[src/core/hcs_params.svh]
`ifndef HCS_PARAMS_SVH
`define HCS_PARAMS_SVH

// ==========================================================
// register map
`define HCS_CFG_OFFSET      30'h0000_0000
`define HCS_CFG_RESET       16'h0000
`define HCS_CFG_WIDTH       16

// ==========================================================
// field positions
`define HCS_THR_BIT         4
`define HCS_INORDER_QUEUE_DEPTH_FLAG_BIT        2
`define HCS_SEL_BIT         1

// ==========================================================
// in-order queue depths
`define HCS_IOQ_DEEP        4'hC
`define HCS_IOQ_SHALLOW     4'h1
`define HCS_INORDER_QUEUE_DEPTH_FLAG_RESET      1'b0

// ==========================================================
// interrupt controller windows
`define HCS_WIN_A_LO        36'h0_FEC0_0000
`define HCS_WIN_A_HI        36'h0_FEC7_FFFF
`define HCS_WIN_LINK_BASE   36'h0_FEC8_0000
`define HCS_WIN_LINK_SPAN   36'h0_0000_1000

`endif

[src/core/hcs_pkg.sv]
package hcs_pkg;

	// ==========================================================
	// types
	typedef logic [35:0] hcs_addr_t;

	typedef enum logic [1:0] {
		HCS_LINK_A,
		HCS_LINK_B,
		HCS_LINK_C,
		HCS_LINK_D
	} hcs_link_t;

	typedef enum logic {
		HCS_BUS_HELD,
		HCS_BUS_RUN
	} hcs_bus_state_t;

endpackage

[src/core/hcs_route_if.sv]
`timescale 1ns/1ps
`default_nettype none

interface hcs_route_if;
	import hcs_pkg::*;

	hcs_addr_t addr;
	logic      range_sel;
	hcs_link_t cfg_link;
	logic      hit;
	hcs_link_t link;

	modport ctrl (
		output addr,
		output range_sel,
		output cfg_link,
		input  hit,
		input  link
	);

	modport route (
		input  addr,
		input  range_sel,
		input  cfg_link,
		output hit,
		output link
	);
endinterface

`default_nettype wire

[src/core/hcs_route.sv]
`timescale 1ns/1ps
`default_nettype none
`include "hcs_params.svh"

module hcs_route (
	// clock and reset, for checks only
	input wire logic   hclk,
	input wire logic   hresetn,
	// decode request and answer
	hcs_route_if.route rt
);
	import hcs_pkg::*;

	// ==========================================================
	// fixed windows
	logic       win_a;
	logic [2:0] win_bcd;

	assign win_a = (rt.addr >= `HCS_WIN_A_LO) && (rt.addr <= `HCS_WIN_A_HI);

	genvar i;
	generate
		for (i = 0; i < 3; i++) begin : g_win
			localparam hcs_addr_t LO = `HCS_WIN_LINK_BASE
				+ hcs_addr_t'(i) * `HCS_WIN_LINK_SPAN;
			assign win_bcd[i] = (rt.addr >= LO)
				&& (rt.addr < LO + `HCS_WIN_LINK_SPAN);
		end
	endgenerate

	// ==========================================================
	// selection
	hcs_link_t fixed_link;

	assign fixed_link = win_bcd[0] ? HCS_LINK_B :
		win_bcd[1] ? HCS_LINK_C :
		win_bcd[2] ? HCS_LINK_D : HCS_LINK_A;
	assign rt.hit  = win_a | (|win_bcd);
	assign rt.link = rt.range_sel ? rt.cfg_link : fixed_link;

	// ==========================================================
	// checks
	win_a_route_a: assert property (
		@(posedge hclk) disable iff (!hresetn)
		!rt.range_sel && rt.addr[35:19] == 17'h0_FEC0 >> 3
		|-> rt.hit && rt.link == HCS_LINK_A)
		else $error("window a not routed to link a");
	win_b_route_a: assert property (
		@(posedge hclk) disable iff (!hresetn)
		!rt.range_sel && rt.addr[35:12] == 24'h0F_EC80
		|-> rt.hit && rt.link == HCS_LINK_B)
		else $error("window b not routed to link b");
	win_c_route_a: assert property (
		@(posedge hclk) disable iff (!hresetn)
		!rt.range_sel && rt.addr[35:12] == 24'h0F_EC81
		|-> rt.hit && rt.link == HCS_LINK_C)
		else $error("window c not routed to link c");
	win_d_route_a: assert property (
		@(posedge hclk) disable iff (!hresetn)
		!rt.range_sel && rt.addr[35:12] == 24'h0F_EC82
		|-> rt.hit && rt.link == HCS_LINK_D)
		else $error("window d not routed to link d");
	cfg_route_a: assert property (
		@(posedge hclk) disable iff (!hresetn)
		rt.range_sel && rt.hit |-> rt.link == rt.cfg_link)
		else $error("config routing ignored");
endmodule

`default_nettype wire

[src/core/hcs_strap.sv]
`timescale 1ns/1ps
`default_nettype none
`include "hcs_params.svh"

module hcs_strap (
	// clock and reset
	input wire logic  hclk,
	input wire logic  hresetn,
	input wire logic  ce,
	// processor bus pins
	input wire logic  processor_bus_reset_n,
	input wire logic  host_addr_strap_bit_n,
	// captured result
	output logic      inorder_queue_depth_flag_q,
	output logic [3:0] ioq_depth_q
);
	import hcs_pkg::*;

	// ==========================================================
	// release detect and capture
	hcs_bus_state_t state_q;
	hcs_bus_state_t state_d;
	logic           release_w;

	assign release_w = (state_q == HCS_BUS_HELD) && processor_bus_reset_n;

	always_comb begin
		state_d = state_q;
		unique case (state_q)
			HCS_BUS_HELD: if (processor_bus_reset_n) state_d = HCS_BUS_RUN;
			HCS_BUS_RUN:  if (!processor_bus_reset_n) state_d = HCS_BUS_HELD;
		endcase
	end

	always_ff @(posedge hclk or negedge hresetn) begin
		if (!hresetn) begin
			state_q     <= HCS_BUS_HELD;
			inorder_queue_depth_flag_q      <= `HCS_INORDER_QUEUE_DEPTH_FLAG_RESET;
			ioq_depth_q <= `HCS_IOQ_SHALLOW;
		end else if (ce) begin
			state_q <= state_d;
			if (release_w) begin
				inorder_queue_depth_flag_q      <= !host_addr_strap_bit_n;
				ioq_depth_q <= host_addr_strap_bit_n ?
					`HCS_IOQ_SHALLOW : `HCS_IOQ_DEEP;
			end
		end
	end

	// ==========================================================
	// checks
	strap_low_a: assert property (
		@(posedge hclk) disable iff (!hresetn)
		ce && release_w && !host_addr_strap_bit_n
		|=> inorder_queue_depth_flag_q && ioq_depth_q == 4'hC)
		else $error("low strap not captured as deep queue");
	strap_high_a: assert property (
		@(posedge hclk) disable iff (!hresetn)
		ce && release_w && host_addr_strap_bit_n
		|=> !inorder_queue_depth_flag_q && ioq_depth_q == 4'h1)
		else $error("high strap not captured as depth one");
	strap_hold_a: assert property (
		@(posedge hclk) disable iff (!hresetn)
		!(ce && release_w) |=> $stable(inorder_queue_depth_flag_q))
		else $error("queue depth changed outside release");
endmodule

`default_nettype wire

[src/core/hcs_top.sv]
// The address map and the AHB-Lite interface to the registers were decided locally.
`timescale 1ns/1ps
`default_nettype none
`include "hcs_params.svh"
// Functional notes
// - set throttle flag on exhausted slice with pending
// - throttle flag sticks until written zero
// - capture strap at processor reset release
// - strap low: field reads one, depth twelve
// - strap high: field reads zero, depth one
// - range control zero: first window to link a
// - range control zero: next window to link b
// - range control zero: next window to link c
// - range control zero: next window to link d
// - range control one: configured link instead

module hcs_top (
	// clock and reset
	input wire logic         hclk,
	input wire logic         hresetn,
	input wire logic         ce,
	// ahb-lite slave
	input wire logic         hsel,
	input wire logic [31:0]  haddr,
	input wire logic [1:0]   htrans,
	input wire logic         hwrite,
	input wire logic [2:0]   hsize,
	input wire logic [31:0]  hwdata,
	input wire logic         hready,
	output logic             hreadyout,
	output logic             hresp,
	output logic [31:0]      hrdata,
	// processor bus
	input wire logic         processor_bus_reset_n,
	input wire logic         host_addr_strap_bit_n,
	input wire logic         host_addr_valid,
	input wire hcs_pkg::hcs_addr_t host_addr,
	// write throttle engine
	input wire logic         slice_writes_exhausted,
	input wire logic         write_pending,
	// bridge configuration decode
	input wire hcs_pkg::hcs_link_t cfg_apic_link,
	// routing and queue results
	output logic             route_valid,
	output hcs_pkg::hcs_link_t route_link,
	output logic [3:0]       ioq_depth,
	output logic             intr_ctrl_range_select
);
	import hcs_pkg::*;

	// ==========================================================
	// bus address phase
	logic        addr_take;
	logic        reg_hit;
	logic        lane0;
	logic        wr_q;
	logic        wr_hit_q;
	logic        wr_apply;

	assign addr_take = hsel && hready && htrans[1];
	assign reg_hit   = haddr[31:2] == `HCS_CFG_OFFSET;
	assign lane0     = (hsize == 3'h2) || (haddr[1:0] == 2'h0);
	assign wr_apply  = wr_q && wr_hit_q;

	always_ff @(posedge hclk or negedge hresetn) begin
		if (!hresetn) begin
			wr_q     <= 1'b0;
			wr_hit_q <= 1'b0;
		end else if (ce) begin
			wr_q     <= addr_take && hwrite;
			wr_hit_q <= addr_take && hwrite && reg_hit && lane0;
		end
	end

	assign hreadyout = 1'b1;
	assign hresp     = 1'b0;

	// ==========================================================
	// configuration register
	logic        thr_q;
	logic        thr_d;
	logic        thr_set;
	logic        thr_clr;
	logic        sel_q;
	logic        sel_d;
	logic        inorder_queue_depth_flag;
	logic [15:0] cfg_rd;

	assign thr_set = slice_writes_exhausted && write_pending;
	assign thr_clr = wr_apply && !hwdata[`HCS_THR_BIT];
	assign thr_d   = thr_set || (thr_q && !thr_clr);
	assign sel_d   = wr_apply ? hwdata[`HCS_SEL_BIT] : sel_q;

	always_ff @(posedge hclk or negedge hresetn) begin
		if (!hresetn) begin
			thr_q <= 1'(`HCS_CFG_RESET >> `HCS_THR_BIT);
			sel_q <= 1'(`HCS_CFG_RESET >> `HCS_SEL_BIT);
		end else if (ce) begin
			thr_q <= thr_d;
			sel_q <= sel_d;
		end
	end

	always_comb begin
		cfg_rd                = 16'h0000;
		cfg_rd[`HCS_THR_BIT]  = thr_q;
		cfg_rd[`HCS_INORDER_QUEUE_DEPTH_FLAG_BIT] = inorder_queue_depth_flag;
		cfg_rd[`HCS_SEL_BIT]  = sel_q;
	end

	// ==========================================================
	// read data
	logic [31:0] rdata_q;

	always_ff @(posedge hclk or negedge hresetn) begin
		if (!hresetn) begin
			rdata_q <= 32'h0000_0000;
		end else if (ce && addr_take && !hwrite) begin
			rdata_q <= reg_hit ? {16'h0000, cfg_rd} : 32'h0000_0000;
		end
	end

	assign hrdata                 = rdata_q;
	assign intr_ctrl_range_select = sel_q;

	// ==========================================================
	// strap capture
	hcs_strap u_strap (
		.hclk                  (hclk),
		.hresetn               (hresetn),
		.ce                    (ce),
		.processor_bus_reset_n (processor_bus_reset_n),
		.host_addr_strap_bit_n (host_addr_strap_bit_n),
		.inorder_queue_depth_flag_q                (inorder_queue_depth_flag),
		.ioq_depth_q           (ioq_depth)
	);

	// ==========================================================
	// window routing
	hcs_route_if rt ();

	assign rt.addr      = host_addr;
	assign rt.range_sel = sel_q;
	assign rt.cfg_link  = cfg_apic_link;

	hcs_route u_route (
		.hclk    (hclk),
		.hresetn (hresetn),
		.rt      (rt)
	);

	logic      route_valid_q;
	hcs_link_t route_link_q;

	always_ff @(posedge hclk or negedge hresetn) begin
		if (!hresetn) begin
			route_valid_q <= 1'b0;
			route_link_q  <= HCS_LINK_A;
		end else if (ce) begin
			route_valid_q <= host_addr_valid && rt.hit;
			route_link_q  <= rt.link;
		end
	end

	assign route_valid = route_valid_q;
	assign route_link  = route_link_q;

	// ==========================================================
	// checks
	thr_sets_a: assert property (
		@(posedge hclk) disable iff (!hresetn)
		ce && slice_writes_exhausted && write_pending |=> thr_q)
		else $error("throttle event did not set flag");
	thr_sticks_a: assert property (
		@(posedge hclk) disable iff (!hresetn)
		thr_q && !(ce && wr_apply) |=> thr_q)
		else $error("throttle flag dropped without a write");
	thr_clears_a: assert property (
		@(posedge hclk) disable iff (!hresetn)
		ce && wr_apply && !hwdata[4] && !thr_set |=> !thr_q)
		else $error("write of zero did not clear flag");
	thr_one_keeps_a: assert property (
		@(posedge hclk) disable iff (!hresetn)
		ce && wr_apply && hwdata[4] |=> thr_q == $past(thr_q) || $past(thr_set))
		else $error("write of one changed flag");
	sel_write_a: assert property (
		@(posedge hclk) disable iff (!hresetn)
		ce && wr_apply |=> sel_q == $past(hwdata[1]))
		else $error("range control not written");
	read_back_a: assert property (
		@(posedge hclk) disable iff (!hresetn)
		ce && addr_take && !hwrite && reg_hit
		|=> hrdata == {27'h0, $past(thr_q), 1'b0, $past(inorder_queue_depth_flag),
		$past(sel_q), 1'b0})
		else $error("register read back wrong");
	inorder_queue_depth_flag_ro_a: assert property (
		@(posedge hclk) disable iff (!hresetn)
		ce && wr_apply && processor_bus_reset_n
		&& $past(processor_bus_reset_n) |=> $stable(inorder_queue_depth_flag))
		else $error("write altered queue depth field");
	depth_match_a: assert property (
		@(posedge hclk) disable iff (!hresetn)
		ioq_depth == (inorder_queue_depth_flag ? 4'hC : 4'h1))
		else $error("queue depth disagrees with field");
	route_reg_a: assert property (
		@(posedge hclk) disable iff (!hresetn)
		ce && host_addr_valid && rt.hit |=> route_valid
		&& route_link == $past(rt.link))
		else $error("route result not registered");
endmodule

`default_nettype wire

[config.mk]
export PLATFORM = sky130hd
export DESIGN_NAME = hcs_top
export DESIGN_NICKNAME = d
export VERILOG_FILES = /design/src/core/hcs_pkg.sv /design/src/core/hcs_route_if.sv /design/src/core/hcs_route.sv /design/src/core/hcs_strap.sv /design/src/core/hcs_top.sv
export VERILOG_INCLUDE_DIRS = /design/src /design/src/core
export SDC_FILE = /design/constraint.sdc
export NUM_CORES = 1
export LEC_CHECK = 0
export ABC_AREA = 1
export ABC_CLOCK_PERIOD_IN_PS = 800
export BUFFER_PORTS_ARGS = -buffer_cell sky130_fd_sc_hd__buf_2
export CAP_MARGIN = 20
export CORE_MARGIN = 8
export CORE_UTILIZATION = 35
export DETAILED_ROUTE_END_ITERATION = 6
export GPL_ROUTABILITY_DRIVEN = 0
export PLACE_DENSITY = 0.82
export SYNTH_ARGS = -nofsm -noshare
export SYNTH_HDL_FRONTEND = slang
export SYNTH_HIERARCHICAL = 1
export SYNTH_SLANG_ARGS = --single-unit
[constraint.sdc]
create_clock -name hclk -period 0.8 [get_ports hclk]
set_input_delay 0.04 -clock hclk [delete_from_list [all_inputs] [get_ports hclk]]
set_output_delay 0.04 -clock hclk [all_outputs]
set_load 0.005 [all_outputs]
# After elaboration in Yosys (flattened, before gate mapping)
# Index checks and enable logic that the tools add are counted.
# classes
order_cmp	8
eq_ne	1
muxes	7
bitwise	2
n_reduce_logical	28
# ops
operator	count
>= comparator 36 x 32 -> 1 bit, second input constant	4
less-than comparator 36 x 32 -> 1 bit, second input constant	3
less-or-equal comparator 36 x 32 -> 1 bit, second input constant	1
logical NOT 30 bit	1
logical AND 1 bit	17
two-way mux 2 bit	4
two-way mux 5 bit	1
logical NOT 1 bit	4
two-way mux 4 bit	1
AND reduction 2 bit	2
equality test 3 x 2 -> 1 bit, second input constant	1
OR reduction 3 bit	1
logical NOT 2 bit	1
logical OR 1 bit	2
two-way mux 1 bit	1
NOT 1 bit	1
OR 1 bit	1
# totals
reg_bits	45
output_inout_bits	42
wordCells	56

# Depth between registers and ports, before layout
# logic_depth
depth_word	6
depth_mapped	12
depth_no_buf	12

# Cells and area by module
# Netlist, hierarchy kept.
# by_module_without_submodules
mod	instances	cells_each	area_each_um2	seq_area_each_um2
hcs_top	1	135	867.1	250.2
hcs_route	1	92	446.7	0.0
hcs_strap	1	19	157.7	76.3

# Worst setup path before layout
# Ideal clock, no wire load.
# synth_timing
path_kind	input -> register
from	in host_addr[33]
to	reg route_valid_q, in the netlist route_valid
setup_ps	117
arrival_ps	810
required_ps	683
path_slack_ps	-128
stages	10
n_path_buf	0
path_cell_list	nor2_2 nand2_2 inv_1 nand2_1 nor2_2 o21ai_0 nand4_1 nand3_2 nand3_1 nand2_1
# synth_via
elab_chain_len	5
# synth_lines
element	line	text
start: declaration	hcs_top.sv:37	input wire hcs_pkg::hcs_addr_t host_addr,
>= comparator 36 x 32 -> 1 bit or less-than comparator 36 x 32 -> 1 bit (tied branches)	-	
logical AND 1 bit	hcs_route.sv:26	assign win_bcd[i] = (rt.addr >= LO)
OR reduction 3 bit	hcs_route.sv:38	assign rt.hit = win_a | (|win_bcd);
OR 1 bit (*)	hcs_route.sv:38	
via rt.hit	hcs_route_if.sv:10	logic hit;
logical AND 1 bit (*)	hcs_top.sv:160	route_valid_q <= host_addr_valid && rt.hit;
end signal: assignment	hcs_top.sv:160	
end: declaration	hcs_top.sv:152	logic route_valid_q;
# The timed path passes the listed nets; every way through them passes the cells marked *.
# A chain may end at the register's enable or synchronous reset.

# Final worst setup path
# layout_timing
from	reg u_strap.ioq_depth_q[0]
to	out ioq_depth[0]
# layout_rtl
element	line	text
start: declaration	hcs_strap.sv:15	output logic [3:0] ioq_depth_q
start signal: assignment	hcs_strap.sv:39	ioq_depth_q <= `HCS_IOQ_SHALLOW;
start signal: assignment	hcs_strap.sv:44	ioq_depth_q <= host_addr_strap_bit_n ?
end: declaration	hcs_top.sv:46	output logic [3:0] ioq_depth,
# No word-level cell between the ends.

==> results.txt <==
Crit Path Category: reg -> out
final cell count without fillers: 392
Worst Setup SP: u_strap/ioq_depth_q[0]$_DFFE_PN1P_
crit-path max cell delay: 0.52 ns
Core ar.: 0.004029 sq mm
DRT Pass-1 Iters: 4
Ys Warns: 6
Post-Place Worst Slack: -0.2955 ns
r2r startpoint: intr_ctrl_range_select$_DFFE_PN0P_
Die H: 80.84 um
Site Rows: 23
Routed WL: 4397 um
WL per Instance: 11.22 um
Routed Antenna Nets: 0
CTS max path bufs: 2
DP Area: 0.001894 sq mm
cell with the most instances after synthesis: nand2_1
post-synthesis cell count: 246
CP endpoint kind: primary output
Antenna Cells: 0
Period Utilization, post-route: 113.1%
count of different cell masters after synthesis: 20
Crit. path cell count: 1
pin count of the biggest net entering global routing: 14
input/output buffers: 84
Seq/Total Area, Yosys: 22.19%
final worst slack: -0.1045 ns
Via density: 4.168
Placed Cells incl. Taps: 380
CP top delay family: flip-flops
Req. time, crit path: 0.76 ns
sw frac: 29.49%
fill cell count: 399
area grow syn2layout: 43.54%
residual DRC count: 0
# setup viols final: 8
CTS Sinks: 13
Reg power frac: 37.5%
syn_area_per_cell: 5.981 sq um
TritonCTS clock tree: yes
sequence of cells on the critical path: buf_2
R2R cell count: 4
minimum clock period: 0.9045 ns
Final Slew Violations: 0
Data arrival, critical path: 0.86 ns
Max Freq: 1.106 GHz
Clock power frac: 29.6%
worst vdd ir: 0.5006 mV
gr usage total: 11.70%
Comb pwr share: 33.0%
IO Count: 160
Synth async-reset ratio: 100.0%
power per cell area: 909.8 mW/mm^2
Worst Hold Slack: 0.01701 ns
EDFF count, synth: 0
failing checks: setup timing
GR Overflow Total: 0
clock buffer count from CTS: 3
Die ar.: 0.006535 sq mm
r2r endpoint: hrdata[1]$_DFFE_PN0P_
run status: finished with violations
first-pass GRT wire length: 6410 um
Synth top area share: 20.41%
DRT iter0 DRCs: 95
Sw Pwr: 0.5666 mW
initial antenna violation count: 0
hold crit path type: in -> reg
H-tree depth reported by CTS: 1
crit path max fanout: 2
crit start category: flop
Slowest-stage cell, CP: dfstp_2
RSZ-0062 raised after global routing: true
Internal: 1.355 mW
routed via count: 1,634
total leakage power: 1.290 nW
Reg2Reg Setup Slack: 0 ns
dominant cell type by area after synthesis: dfrtp_1
Critical Path Sink: ioq_depth[0]
Clock transition at path regs: 0.05 ns
Final Total Pwr: 1.922 mW
top_reg_cell synth: dfrtp_1
Fin. Hold Viols: 0
Final Skew: 0.002487 ns
Post-synth top cells: nand2_1, inv_1, buf_4, nor2_1, nor2_2
maxcap violations: 0
largest cells by area after synthesis: dfrtp_1, nand2_1, buf_4
post-synthesis cell area: 0.001471 sq mm
design area: 0.002112 sq mm
starting density of the core: 36.52%
Clock Latency Late Sink: 0.24 ns
flops & latches, synth: 13
Buf/Inv on CP: 1
Final #Nets: 461
root buf cell: clkbuf_8
HPWL after DPL: 3690 um
number of global-route vias before repair: 1,642
Horiz. Die Dim: 80.84 um
share of cells above drive strength 1: 43.57%
-- registers in the layout, indices dropped and copies added (netlist names) --
name,count
wr_hit_q,1
intr_ctrl_range_select,1
thr_q,1
wr_q,1
u_strap/ioq_depth_q,2
u_strap/state_q,1
route_link,2
route_valid,1
hrdata,3
-- per-layer routing --
metal | track usage, % | vias up | share of wire [%]
met3 | 1.766 | 6 | 6.0
met2 | 23.74 | 61 | 57
met1 | 11.56 | 714 | 36
met4 | 4.107 | 0 | 1.5
met5 | 0 | - | 0
li1 | - | 853 | -
-- power by group through the flow --
stage | Combinational, mW | Clock (mW) | Sequential [mW]
3_5_place_dp | 0.552 | 0 | 0.733
3_3_place_gp | 0.538 | 0 | 0.730
2_1_floorplan | 0.377 | 0 | 0.732
5_1_grt | 0.709 | 0.605 | 0.724
4_1_cts | 0.598 | 0.576 | 0.721
6_report | 0.634 | 0.568 | 0.720
-- worst min-delay path by stage --
stage	startpoint	to	cells after the start	slack (ns)
4_1_cts	hwdata[4]	thr_q$_DFFE_PN0P_	3	0.02
5_1_grt	hwdata[4]	thr_q$_DFFE_PN0P_	3	0.02
3_3_place_gp	hresetn	hrdata[2]$_DFFE_PN0P_	1	-0.07
2_1_floorplan	hresetn	hrdata[1]$_DFFE_PN0P_	0	-0.26
6_report	hwdata[4]	thr_q$_DFFE_PN0P_	3	0.02
3_5_place_dp	hresetn	hrdata[2]$_DFFE_PN0P_	1	-0.06
-- layout by cell type, fill, tap and decap left out --
| cell type | n |
|---|---|
| buf_2 | 75 |
| nand2_1 | 64 |
| inv_1 | 38 |
| conb_1 | 32 |
| nor2_1 | 23 |
| buf_4 | 14 |
| nor2_2 | 11 |
| nand2_2 | 11 |
| dfrtp_1 | 11 |
| nor2_4 | 10 |
| nand3_1 | 8 |
| nand3_2 | 6 |
| buf_6 | 6 |
| nand4_1 | 6 |
| inv_2 | 5 |
| a21oi_1 | 3 |
| clkbuf_8 | 3 |
| o21ai_1 | 2 |
| and2_0 | 1 |
| and2_1 | 1 |
| or2_0 | 1 |
| clkbuf_1 | 1 |
| dlygate4sd3_1 | 1 |
| buf_8 | 1 |
| dfrtp_2 | 1 |
| nand2_4 | 1 |
| inv_4 | 1 |
| nand2_8 | 1 |
| o21ai_2 | 1 |
| nand4_2 | 1 |
| o21ai_0 | 1 |
| dfstp_2 | 1 |
-- per-stage QoR --
stage / utilization, % / setup TNS [ns]
6_report: 52.42 / -0.4333
5_1_grt: 52.42 / -0.9668
4_1_cts: 50.84 / -0.2961
3_5_place_dp: 47.02 / -1.015
3_3_place_gp: 47.02 / -0.9170
2_1_floorplan: - / -0.2049
-- area by class of cell --
class	instances	area (sq um)	area share (%)
clock buffers	4	45.04	2.133
repair buffers	97	573.1	27.13
flip-flops and latches	13	327.8	15.52
multi-input cells	184	935.9	44.31
well taps	50	62.56	2.962
inverters	44	167.7	7.938
-- kinds of logic (layout without fill, tap and decap cells) --
kind of cell,count (synthesis),count (layout),synth area share [%]
AOI/OAI and AO/OA,7,7,2.381
buffers and inverters,78,145,28.57
DFF,13,13,22.19
other,3,32,0.7653
and+or+nand+nor,145,145,46.09
-- timing repair --
action | in CTS | in global routing
pin swaps | 25 | 22
setup endpoints to repair | 13 | 15
setup buffers | 5 | 2
hold endpoints to repair | 13 | 0
hold buffers | 1 | 0
gates resized for setup | 17 | 15
Power figures use the tool's default switching activity.
